### config.mk
export PLATFORM = sky130hd
export DESIGN_NAME = hfo_ctrl
export DESIGN_NICKNAME = d
export VERILOG_FILES = /design/src/core/hfo_pkg.sv /design/src/core/hfo_suspend_latch.sv /design/src/core/hfo_ctrl.sv
export SDC_FILE = /design/constraint.sdc
export NUM_CORES = 1
export LEC_CHECK = 0
export ABC_CLOCK_PERIOD_IN_PS = 3300
export BUFFER_PORTS_ARGS = -buffer_cell sky130_fd_sc_hd__buf_2
export CAP_MARGIN = 20
export CORE_ASPECT_RATIO = 0.6
export CORE_MARGIN = 1.5
export CORE_UTILIZATION = 30
export CTS_CLUSTER_DIAMETER = 50
export CTS_CLUSTER_SIZE = 10
export DETAILED_ROUTE_END_ITERATION = 6
export PLACE_DENSITY_LB_ADDON = 0.3
export SETUP_SLACK_MARGIN = 0.3
export SYNTH_ARGS = -nofsm -noshare
export SYNTH_HDL_FRONTEND = slang
export SYNTH_SLANG_ARGS = --single-unit
### constraint.sdc
create_clock -name mclk_in -period 3.3 [get_ports mclk_in]
set_input_delay 0.495 -clock mclk_in [delete_from_list [all_inputs] [get_ports mclk_in]]
set_output_delay 0.495 -clock mclk_in [all_outputs]
set_load 0.02 [all_outputs]
### src/core/hfo_pkg.sv
/*
  Shared constants for the high-frequency oscillator control block: register
  addresses, field positions, reset values, divider codes and timing counts.
  Assumes the block is clocked from the oscillator clock at the rate below.
*/
package hfo_pkg;

  localparam logic [7:0] ADDR_CTRL   = 8'hb2;
  localparam logic [7:0] ADDR_TRIM   = 8'hb3;
  localparam logic [7:0] ADDR_COMPAT = 8'hb9;

  localparam int CTRL_EN_BIT    = 7;
  localparam int CTRL_READY_BIT = 6;
  localparam int CTRL_SUSP_BIT  = 5;
  localparam int CTRL_DIV_LSB   = 0;
  localparam int TRIM_W         = 7;
  localparam int DIV_W          = 2;

  localparam logic             RST_EN     = 1'b1;
  localparam logic             RST_READY  = 1'b1;
  localparam logic [DIV_W-1:0] RST_DIV    = 2'h0;
  localparam logic [7:0]       COMPAT_VAL = 8'he0;

  localparam logic [DIV_W-1:0] DIV_BY8 = 2'h0;
  localparam logic [DIV_W-1:0] DIV_BY4 = 2'h1;
  localparam logic [DIV_W-1:0] DIV_BY2 = 2'h2;
  localparam logic [DIV_W-1:0] DIV_BY1 = 2'h3;

  localparam int PRE_DIV  = 4;
  localparam int DIVCNT_W = 5;

  localparam logic [2:0] SRC_HF_SCALED = 3'h0;
  localparam logic [2:0] SRC_HF_HALF   = 3'h2;
  localparam logic [2:0] SRC_HF_FULL   = 3'h3;

  localparam int CLK_FREQ_MHZ   = 125;
  localparam int SETTLE_TIME_NS = 1000;
  localparam int SETTLE_CYCLES  = (SETTLE_TIME_NS * CLK_FREQ_MHZ + 999) / 1000;
  localparam int SETTLE_W       = 8;

endpackage

### src/core/hfo_suspend_latch.sv
/*
  Suspend flag of the oscillator. Software sets it on the running clock;
  any wake event clears it without a clock, since the clock is halted then.
  Assumes wake inputs are clean levels or pulses from logic that keeps running.
*/
`timescale 1ns/100ps
module hfo_suspend_latch (
  input  wire logic mclk_in,
  input  wire logic arst_n_in,
  input  wire logic set_in,
  input  wire logic wake_p0_match_in,
  input  wire logic wake_p1_match_in,
  input  wire logic wake_timer3_ovf_in,
  input  wire logic wake_usb_resume_in,
  output logic      suspend_out
);

  logic wake_any;
  logic clr_n;

  // Any wake source ends suspend whether or not it also raises an interrupt.
  assign wake_any = wake_p0_match_in | wake_p1_match_in | wake_timer3_ovf_in | wake_usb_resume_in;
  assign clr_n    = arst_n_in & ~wake_any;

  // The clear acts without a clock edge, so a halted oscillator still wakes.
  always_ff @(posedge mclk_in or negedge clr_n)
  begin
    if (!clr_n)
    begin
      suspend_out <= 1'b0;
    end
    else if (set_in)
    begin
      suspend_out <= 1'b1;
    end
  end

endmodule

### src/core/hfo_ctrl.sv
/*
  Control logic of the internal high-frequency oscillator: trim and control
  registers on the special function register port, settling ready flag,
  fixed divide-by-4 and selectable post-divider, suspend with clock gating,
  and a read-only multiplier compatibility register.
  Assumes the processor drives one write or read strobe per access, the
  factory trim value is stable from reset, and system_clock_source_sel comes from
  the clock select register on this clock.
*/
// Functional notes
// Oscillator selected as system clock after reset.
// Trim preset from factory calibration for 48 MHz.
// Divide by 4, then by 1/2/4/8.
// Reset divide factor is 8.
// Divider codes 00=/8 01=/4 10=/2 11=/1.
// Writing suspend bit 5 halts the oscillator.
// Suspended clocks stay stopped until wake event. Code gates them only for source codes 000, 010 and 011.
// Any wake event restarts oscillator and clocks.
// Processor resumes at next instruction after wake.
// Trim zero fastest, all ones slowest.
// Trim top bit reads zero, ignores writes.
// Trim reset value is factory calibration.
// Control bit 7 enables oscillator, resets 1.
// Bit 6 reads 1 only at programmed frequency.
// Control bits 4 to 2 read zero.
// Compatibility register read-only, reports working multiplier.
// Multiplier enable, init, ready read one.
// Multiplier input select reads 00.
// Source code 000 gives divided oscillator clock.
// Wake detection clockless, gated restart glitch-free.
`timescale 1ns/100ps
module hfo_ctrl #(
  parameter int SETTLE_CYC = hfo_pkg::SETTLE_CYCLES
) (
  input  wire logic       mclk_in,
  input  wire logic       arst_n_in,
  input  wire logic [7:0] sfr_addr_in,
  input  wire logic [7:0] sfr_wdata_in,
  input  wire logic       sfr_wr_in,
  input  wire logic       sfr_rd_in,
  input  wire logic [6:0] trim_cal_in,
  input  wire logic [2:0] system_clock_source_sel_in,
  input  wire logic       wake_p0_match_in,
  input  wire logic       wake_p1_match_in,
  input  wire logic       wake_timer3_ovf_in,
  input  wire logic       wake_usb_resume_in,
  output logic [7:0]      sfr_rdata_out,
  output logic            sfr_rvalid_out,
  output logic            hf_osc_enable_out,
  output logic            hf_osc_suspend_out,
  output logic [6:0]      hf_osc_trim_out,
  output logic            hf_freq_ready_out,
  output logic            hf_system_clock_sel_out,
  output logic            system_clock_tick_out,
  output logic            core_clk_en_out,
  output logic            periph_clk_en_out
);

  typedef struct packed {
    logic                                    en;
    logic [hfo_pkg::DIV_W-1:0]               div_sel;
    logic [hfo_pkg::TRIM_W-1:0]              trim;
    logic                                    cal_done;
    logic [hfo_pkg::SETTLE_W-1:0]            settle;
    logic                                    ready;
    logic [hfo_pkg::DIVCNT_W-1:0]            div_cnt;
    logic                                    tick;
    logic [2:0]                              susp_sync;
    logic                                    susp_st;
    logic                                    gate_en;
    logic                                    hf_sel;
    logic [7:0]                              rdata;
    logic                                    rvalid;
  } hfo_state_s;

  localparam logic [hfo_pkg::SETTLE_W-1:0] SETTLE_LOAD = hfo_pkg::SETTLE_W'(SETTLE_CYC);

  hfo_state_s state_r;
  hfo_state_s state_nxt;
  logic       suspend_flag;
  logic       suspend_set;
  logic       wr_ctrl;
  logic       wr_trim;
  logic       osc_off;
  logic       restart;
  logic       src_internal;

  // Terminal count of the combined prescale and post-divide counter.
  function automatic logic [hfo_pkg::DIVCNT_W-1:0] div_last(input logic [hfo_pkg::DIV_W-1:0] sel);
    int ratio;
    ratio = 1;
    unique case (sel)
      hfo_pkg::DIV_BY8: ratio = 8;
      hfo_pkg::DIV_BY4: ratio = 4;
      hfo_pkg::DIV_BY2: ratio = 2;
      hfo_pkg::DIV_BY1: ratio = 1;
    endcase
    return hfo_pkg::DIVCNT_W'(hfo_pkg::PRE_DIV * ratio - 1);
  endfunction

  // Register read view, with reserved bits forced to zero.
  function automatic logic [7:0] read_view(input logic [7:0] addr, input hfo_state_s s);
    logic [7:0] v;
    v = 8'h00;
    unique case (addr)
      hfo_pkg::ADDR_CTRL:
      begin
        v[hfo_pkg::CTRL_EN_BIT]    = s.en;
        v[hfo_pkg::CTRL_READY_BIT] = s.ready;
        v[hfo_pkg::CTRL_SUSP_BIT]  = s.susp_st;
        v[hfo_pkg::CTRL_DIV_LSB +: hfo_pkg::DIV_W] = s.div_sel;
      end
      hfo_pkg::ADDR_TRIM:   v = {1'b0, s.trim};
      hfo_pkg::ADDR_COMPAT: v = hfo_pkg::COMPAT_VAL;
      default:              v = 8'h00;
    endcase
    return v;
  endfunction

  assign wr_ctrl      = sfr_wr_in && (sfr_addr_in == hfo_pkg::ADDR_CTRL);
  assign wr_trim      = sfr_wr_in && (sfr_addr_in == hfo_pkg::ADDR_TRIM);
  assign suspend_set  = wr_ctrl && sfr_wdata_in[hfo_pkg::CTRL_SUSP_BIT];
  assign src_internal = (system_clock_source_sel_in == hfo_pkg::SRC_HF_SCALED) ||
                        (system_clock_source_sel_in == hfo_pkg::SRC_HF_HALF) ||
                        (system_clock_source_sel_in == hfo_pkg::SRC_HF_FULL);

  hfo_suspend_latch u_susp (
    .mclk_in            (mclk_in),
    .arst_n_in          (arst_n_in),
    .set_in             (suspend_set),
    .wake_p0_match_in   (wake_p0_match_in),
    .wake_p1_match_in   (wake_p1_match_in),
    .wake_timer3_ovf_in (wake_timer3_ovf_in),
    .wake_usb_resume_in (wake_usb_resume_in),
    .suspend_out        (suspend_flag)
  );

  always_comb
  begin
    state_nxt = state_r;
    osc_off   = !state_r.en || state_r.susp_st;
    restart   = 1'b0;

    // The suspend flag clears asynchronously, so it is resynchronised here.
    state_nxt.susp_sync = {state_r.susp_sync[1:0], suspend_flag};
    if (state_r.susp_sync[2] == state_r.susp_sync[1])
    begin
      state_nxt.susp_st = state_r.susp_sync[2];
    end

    // Factory trim is caught on the first edge after reset release.
    if (!state_r.cal_done)
    begin
      state_nxt.trim     = trim_cal_in;
      state_nxt.cal_done = 1'b1;
    end
    else if (wr_trim)
    begin
      state_nxt.trim = sfr_wdata_in[hfo_pkg::TRIM_W-1:0];
      restart        = (sfr_wdata_in[hfo_pkg::TRIM_W-1:0] != state_r.trim);
    end

    if (wr_ctrl)
    begin
      state_nxt.en      = sfr_wdata_in[hfo_pkg::CTRL_EN_BIT];
      state_nxt.div_sel = sfr_wdata_in[hfo_pkg::CTRL_DIV_LSB +: hfo_pkg::DIV_W];
      restart           = restart || (sfr_wdata_in[hfo_pkg::CTRL_EN_BIT] && !state_r.en);
    end

    // Ready drops while the oscillator is off or retuning, then settles.
    if (osc_off || restart)
    begin
      state_nxt.ready  = 1'b0;
      state_nxt.settle = SETTLE_LOAD;
    end
    else if (state_r.settle != '0)
    begin
      state_nxt.settle = state_r.settle - 1'b1;
      state_nxt.ready  = (state_r.settle == 1);
    end

    // Divided system clock as a one-cycle tick per output period.
    state_nxt.tick = 1'b0;
    if (osc_off)
    begin
      state_nxt.div_cnt = '0;
    end
    else if (state_r.div_cnt == '0)
    begin
      state_nxt.div_cnt = div_last(state_r.div_sel);
      state_nxt.tick    = 1'b1;
    end
    else
    begin
      state_nxt.div_cnt = state_r.div_cnt - 1'b1;
    end

    // Gate enables change only on a clock edge, so gated clocks restart cleanly.
    state_nxt.gate_en = !(state_r.susp_st && src_internal);
    state_nxt.hf_sel  = (system_clock_source_sel_in == hfo_pkg::SRC_HF_SCALED);

    state_nxt.rvalid = sfr_rd_in;
    if (sfr_rd_in)
    begin
      state_nxt.rdata = read_view(sfr_addr_in, state_r);
    end
  end

  always_ff @(posedge mclk_in or negedge arst_n_in)
  begin
    if (!arst_n_in)
    begin
      state_r           <= '0;
      state_r.en        <= hfo_pkg::RST_EN;
      state_r.ready     <= hfo_pkg::RST_READY;
      state_r.div_sel   <= hfo_pkg::RST_DIV;
      state_r.gate_en   <= 1'b1;
      state_r.hf_sel    <= 1'b1;
    end
    else
    begin
      state_r <= state_nxt;
    end
  end

  assign sfr_rdata_out         = state_r.rdata;
  assign sfr_rvalid_out        = state_r.rvalid;
  assign hf_osc_enable_out     = state_r.en;
  assign hf_osc_suspend_out    = suspend_flag;
  assign hf_osc_trim_out       = state_r.trim;
  assign hf_freq_ready_out     = state_r.ready;
  assign hf_system_clock_sel_out     = state_r.hf_sel;
  assign system_clock_tick_out = state_r.tick;
  assign core_clk_en_out       = state_r.gate_en;
  assign periph_clk_en_out     = state_r.gate_en;

endmodule

# After elaboration in Yosys (flattened, before gate mapping)
# Index checks and enable logic that the tools add are counted.
# W data, S select, Z words.
dict set report totals {
  register_bits 42
  inputBits 34
  elab_cells 69
}
dict set report op_classes {
  n_eq_ne 12
  mux 17
  n_reduce_logical 17
  add_sub_neg 3
  bitwise_logic 5
}
# cell count
set op_table {}
lappend op_table {{$eq A8 B8 Y1 const B} 3}
lappend op_table {{$mux W9} 2}
lappend op_table {{$mux W7} 2}
lappend op_table {{$pmux W3 S4} 1}
lappend op_table {{$mux W5} 2}
lappend op_table {{$mux W3} 3}
lappend op_table {{$pmux W3 S3} 1}
lappend op_table {{$eq A8 B1 Y1 const B} 1}
lappend op_table {{$reduce_bool A8 Y1} 1}
lappend op_table {{$sub A8 B1 Y8 const B} 1}
lappend op_table {{$ne A7 B7 Y1} 1}
lappend op_table {{$eq A3 B2 Y1 const B} 2}
lappend op_table {{$logic_and A1 B1 Y1} 5}
lappend op_table {{$logic_not A5 Y1} 1}
lappend op_table {{$logic_or A1 B1 Y1} 5}
lappend op_table {{$mux W1} 5}
lappend op_table {{$sub A5 B1 Y5 const B} 1}
lappend op_table {{$sub A5 B2 Y5 const B} 1}
lappend op_table {{$eq A2 B2 Y1 const B} 2}
lappend op_table {{$pmux W2 S2} 1}
lappend op_table {{$logic_not A3 Y1} 1}
lappend op_table {{$or A1 B1 Y1} 3}
lappend op_table {{$eq A2 B1 Y1 const B} 1}
lappend op_table {{$logic_not A1 Y1} 2}
lappend op_table {{6 further kinds} 6}

# Longest topological paths before layout
dict set report depth {
  ltp_word 8
  ltp_mapped 6
  depth_no_buf 6
}

# Modules after synthesis
# A second synthesis with hierarchy kept.
dict set report hier_totals {
  hier_cells 212
  hier_area_um2 2179.6
}
# module cells_per_inst n_inst seq_area_each_um2 area_each_um2
set by_module_without_submodules {}
lappend by_module_without_submodules {hfo_ctrl 208 1 1031.0 2129.5}
lappend by_module_without_submodules {hfo_suspend_latch 4 1 25.0 50.0}

# Least setup slack after synthesis
# No wires, ideal clock.
dict set report synth_path {
  kind {register to register}
  startpoint {reg state_r[16] in the netlist's numbering}
  endpoint {reg state_r[20] in the netlist's numbering}
  setup_ns 0.078
  arrival_time_ns 1.743
  path_stages_with_launch 7
  path_buffers 0
  required_time_ns 3.222
  setup_slack_ns 1.479
  path_cell_list {dfrtp_1 > inv_1 > ha_1 > or3b_2 > or2_2 > or3_1 > a21oi_1}
}
# item line
set synth_lines {}
lappend synth_lines {{from (decl)} hfo_ctrl.sv:78} ;# hfo_state_s state_r;
lappend synth_lines {{from (signal assigned)} hfo_ctrl.sv:222} ;# state_r <= state_nxt;

# Worst setup path in the final report
dict set report layout_path {
  startpoint {reg state_r[22] in the netlist's numbering}
  endpoint {reg state_r[27] in the netlist's numbering}
}
dict set report layout_between {
  elab_chain_cells 3
  elab_cells_between_ends 5
  cone_classes {add/sub: 1; mux: 2; reduce/logical: 2}
}
# item line
set layout_lines {}
lappend layout_lines {{$sub A8 B1 Y8} hfo_ctrl.sv:178} ;# state_nxt.settle = state_r.settle - 1'b1;
lappend layout_lines {{$mux W9} hfo_ctrl.sv:176} ;# else if (state_r.settle != '0)
lappend layout_lines {{$mux W9} hfo_ctrl.sv:171} ;# if (osc_off || restart)
# Several ways; a longest one is shown, not always the timed one. The select of a mux whose other input is x is not followed.
# A chain may end at the register's enable or synchronous reset.

==> impl_metrics.py <==
metrics = {
    "setup_path": {
        "crit_fanout": 4,
        "crit_arrival_ns": 2.16,
        "path_class": "flip-flop to flip-flop",
        "cp-endpoint": "state_r[27]$_DFFE_PN0P_",
        "startpoint": "state_r[22]$_DFFE_PN0P_",
        "worstPathRequired_ns": 3.47,
        "r2r_setup_slack_ns": 1.31,
        "worstSetupStartpointType": "flip-flop",
        "r2r_cells": 6,
        "r2r_start": "state_r[22]$_DFFE_PN0P_",
        "worstSetupEndpointType": "flip-flop",
        "critical_path.reg2reg.endpoint": "state_r[27]$_DFFE_PN0P_",
    },
    "drt": {
        "detail-route-antenna-nets": 0,
        "first_pass_iters": 6,
        "wire_per_inst_um": 14.0,
        "route.vias.total": 1508,
        "drtIter0Drc": 44,
        "drc_errors": 0,
        "routed_wl_um": 4640,
        "vias_per_cell": 4.56,
    },
    "placed_design": {
        "place_congestion": 0.821,
        "postPlaceCellArea_um2": 2380,
        "io_buffers": 56,
        "place_hpwl_um": 3620,
    },
    "synth": {
        "syn_inst": 199,
        "synth_cell_type_count": 50,
        "syn_nets": 237,
        "synth_warnings": 0,
        "synth-seq-cells": 42,
        "async_flop_share": 1.00,
        "syn-cell-area_um2": 2130,
        "synth_edf_count": 0,
        "syn_area_per_cell_um2": 10.7,
        "ys.flop_type": "dfrtp_1",
        "yosysSeqAreaShare": 0.496,
    },
    "floorplan": {
        "row_count": 23,
        "ioPinCount": 57,
        "core_um2": 6760,
        "die_h_um": 68.2,
        "start_util": 0.315,
        "dieArea_um2": 7620,
        "die_x_um": 112,
    },
    "outcome": {
        "run_status": "finished, final reports clean",
    },
    "timing": {
        "rsz0062_at_grt": "false",
        "clock.fmax_mhz": 503,
        "fin_crit_sh": 0.603,
        "final-max-slew-violation-count": 0,
        "fin_skew_ns": 0.00284,
        "hold_viol": 0,
        "finalSetupViolations": 0,
        "tns_ns": 0,
        "relSlewSlack": 0.383,
        "post-route-min-period_ns": 1.99,
        "worst_slew_pin_slew_ns": 0.926,
    },
    "hold_path": {
        "hold_path.class": "input port to asynchronous set/reset pin",
    },
    "cts": {
        "cts.clk_slew.worst_paths_ns": 0.06,
        "cts-htree-levels": 2,
        "clk_latency_ns": 0.28,
        "ctsHoldBuffers": 0,
        "cts_root_buf": "clkbuf_16",
        "clock_path_buffers": 2,
        "cts-buffers-inserted": 5,
        "cts_sinks": 42,
        "cts_setup_buffers": 0,
        "cts_resized": 0,
        "tritoncts": "done",
    },
    "cells_and_area": {
        "nets": 281,
        "drive_gt1_frac": 0.340,
        "synthToLayoutAreaGrowth_pct": 21.2,
        "n_fill_cell": 678,
        "final_area_um2": 2580,
        "antenna_cells": 0,
        "final_util": 0.381,
    },
    "power_and_ir_drop": {
        "powerDensity_nw_per_um2": 512,
        "leakagePower_nw": 1.21,
        "vdd_ir_drop_max_mv": 0.208,
    },
    "global_route": {
        "grt_pass1_wl_um": 7750,
        "track_usage": 0.134,
        "overflow": 0,
        "antenna_found_initial": 0,
        "grt_pass1_vias": 1492,
        "grt_max_degree": 43,
    },
    "flow_run": {
        "max_cap_viol_count": 0,
    },
}
[where the power goes]
| group | switching (mW) | internal, mW |
|---|---|---|
| clock network | 0.201 | 0.434 |
| logic | 0.0745 | 0.0552 |
| registers | 0.0203 | 0.534 |
| total | 0.296 | 1.02 |
[per-stage QoR]
stage               power [mW]  hold slack [ns]  std cells  worst slack, ns
CTS                       1.34            0.279        331             1.33
global route              1.38            0.343        331             1.14
finish                    1.32            0.293        331             1.31
global placement         0.694            0.335        323             1.27
detailed placement       0.696            0.341        323             1.29
floorplan                0.644            0.199        199             1.48
[worst min path at each step]
stage,slack (ns),to,cells past startpoint,from
after floorplan,0.20,hf_osc_trim_out[0]$_DFFE_PN0P_,0,arst_n_in
after global placement,0.34,state_nxt[14]$_DFF_PN0_,0,state_nxt[13]$_DFF_PN0_
after detailed placement,0.34,state_nxt[14]$_DFF_PN0_,0,state_nxt[13]$_DFF_PN0_
after CTS,0.28,u_susp.suspend_out$_DFFE_PN0P_,3,wake_usb_resume_in
after global routing,0.34,hf_system_clock_sel_out$_DFF_PN1_,2,system_clock_source_sel_in[1]
final,0.29,u_susp.suspend_out$_DFFE_PN0P_,3,wake_usb_resume_in
[cells in the mapped netlist (all sizes together), types with 2 or more instances]
master	instances	share of area
dfrtp	38	0.45
buf	17	0.059
nor2	16	0.028
mux2i	12	0.056
a21oi	11	0.026
inv	10	0.018
xor2	9	0.037
nor3	8	0.019
nand2	7	0.012
mux2	5	0.026
o22ai	5	0.015
dfstp	4	0.049
ha	4	0.024
nand2b	4	0.012
nand3	4	0.0094
nor4	4	0.012
nand3b	3	0.011
a211o	2	0.0082
a211oi	2	0.0071
a21o	2	0.0076
clkbuf	2	0.0035
o21ai	2	0.0047
or2	2	0.0059
or3	2	0.0082
xnor2	2	0.0082
[routing by layer]
metal	up-vias	global-route usage	wire, um	share of wire
li1	772	-	-	-
met1	698	0.191	2500	0.54
met2	36	0.195	1890	0.41
met3	2	0.0407	236	0.051
met4	0	0.0427	23	0.0050
met5	-	0	0	0
[cells in the final DEF (no fill, tap or decap), types with 3 or more instances in the layout]
| master | Yosys | layout |
|---|---|---|
| a21oi_1 | 11 | 11 |
| nor2_1 | 16 | 16 |
| o22ai_1 | 5 | 5 |
| inv_1 | 10 | 10 |
| clkbuf_16 | 0 | 5 |
| mux2i_1 | 12 | 12 |
| nand3_1 | 4 | 4 |
| nand2_1 | 7 | 7 |
| dfstp_2 | 4 | 4 |
| mux2_2 | 5 | 5 |
| ha_1 | 4 | 4 |
| xor2_1 | 9 | 9 |
| nor3_1 | 8 | 8 |
| dfrtp_1 | 38 | 38 |
| nor4_1 | 4 | 4 |
| nand3b_1 | 3 | 3 |
| buf_2 | 1 | 56 |
| nand2b_1 | 4 | 4 |
[area by class of cell]
type / instances / area, um^2 / area share
multi-input cells: 128 / 902 / 0.350
well taps: 87 / 109 / 0.0422
clock buffers: 5 / 125 / 0.0485
flip-flops and latches: 42 / 1060 / 0.410
inverters: 10 / 37.5 / 0.0146
clock inverters: 3 / 68.8 / 0.0267
repair buffers: 56 / 280 / 0.109
[state kept, by name, summed over array words and instances (netlist names)]
signal                   flops
u_susp.suspend_out           1
hf_osc_trim_out              7
core_clk_en_out              1
sfr_rdata_out                8
system_clock_tick_out        1
sfr_rvalid_out               1
state_r                     18
hf_freq_ready_out            1
state_nxt                    2
hf_osc_enable_out            1
hf_system_clock_sel_out      1
[critical path: stages, from the launching register on]
cell	delay [ns]
dfrtp_1	0.41
inv_1	0.15
ha_1	0.23
or2b_1	0.27
nor3_1	0.43
nor3_1	0.11
a211o_1	0.28
[logic make-up after synthesis]
group | after synthesis | synth area share
other | 1 | 0.00176
adder cells (fa/ha/maj) | 5 | 0.0282
XOR/XNOR | 11 | 0.0453
buffers and inverters | 29 | 0.0800
AND/OR/NAND/NOR | 63 | 0.169
AO/OA/AOI/OAI | 31 | 0.0964
flip-flops | 42 | 0.496
multiplexers | 17 | 0.0829
No activity file was read; power rests on OpenSTA's default activity.
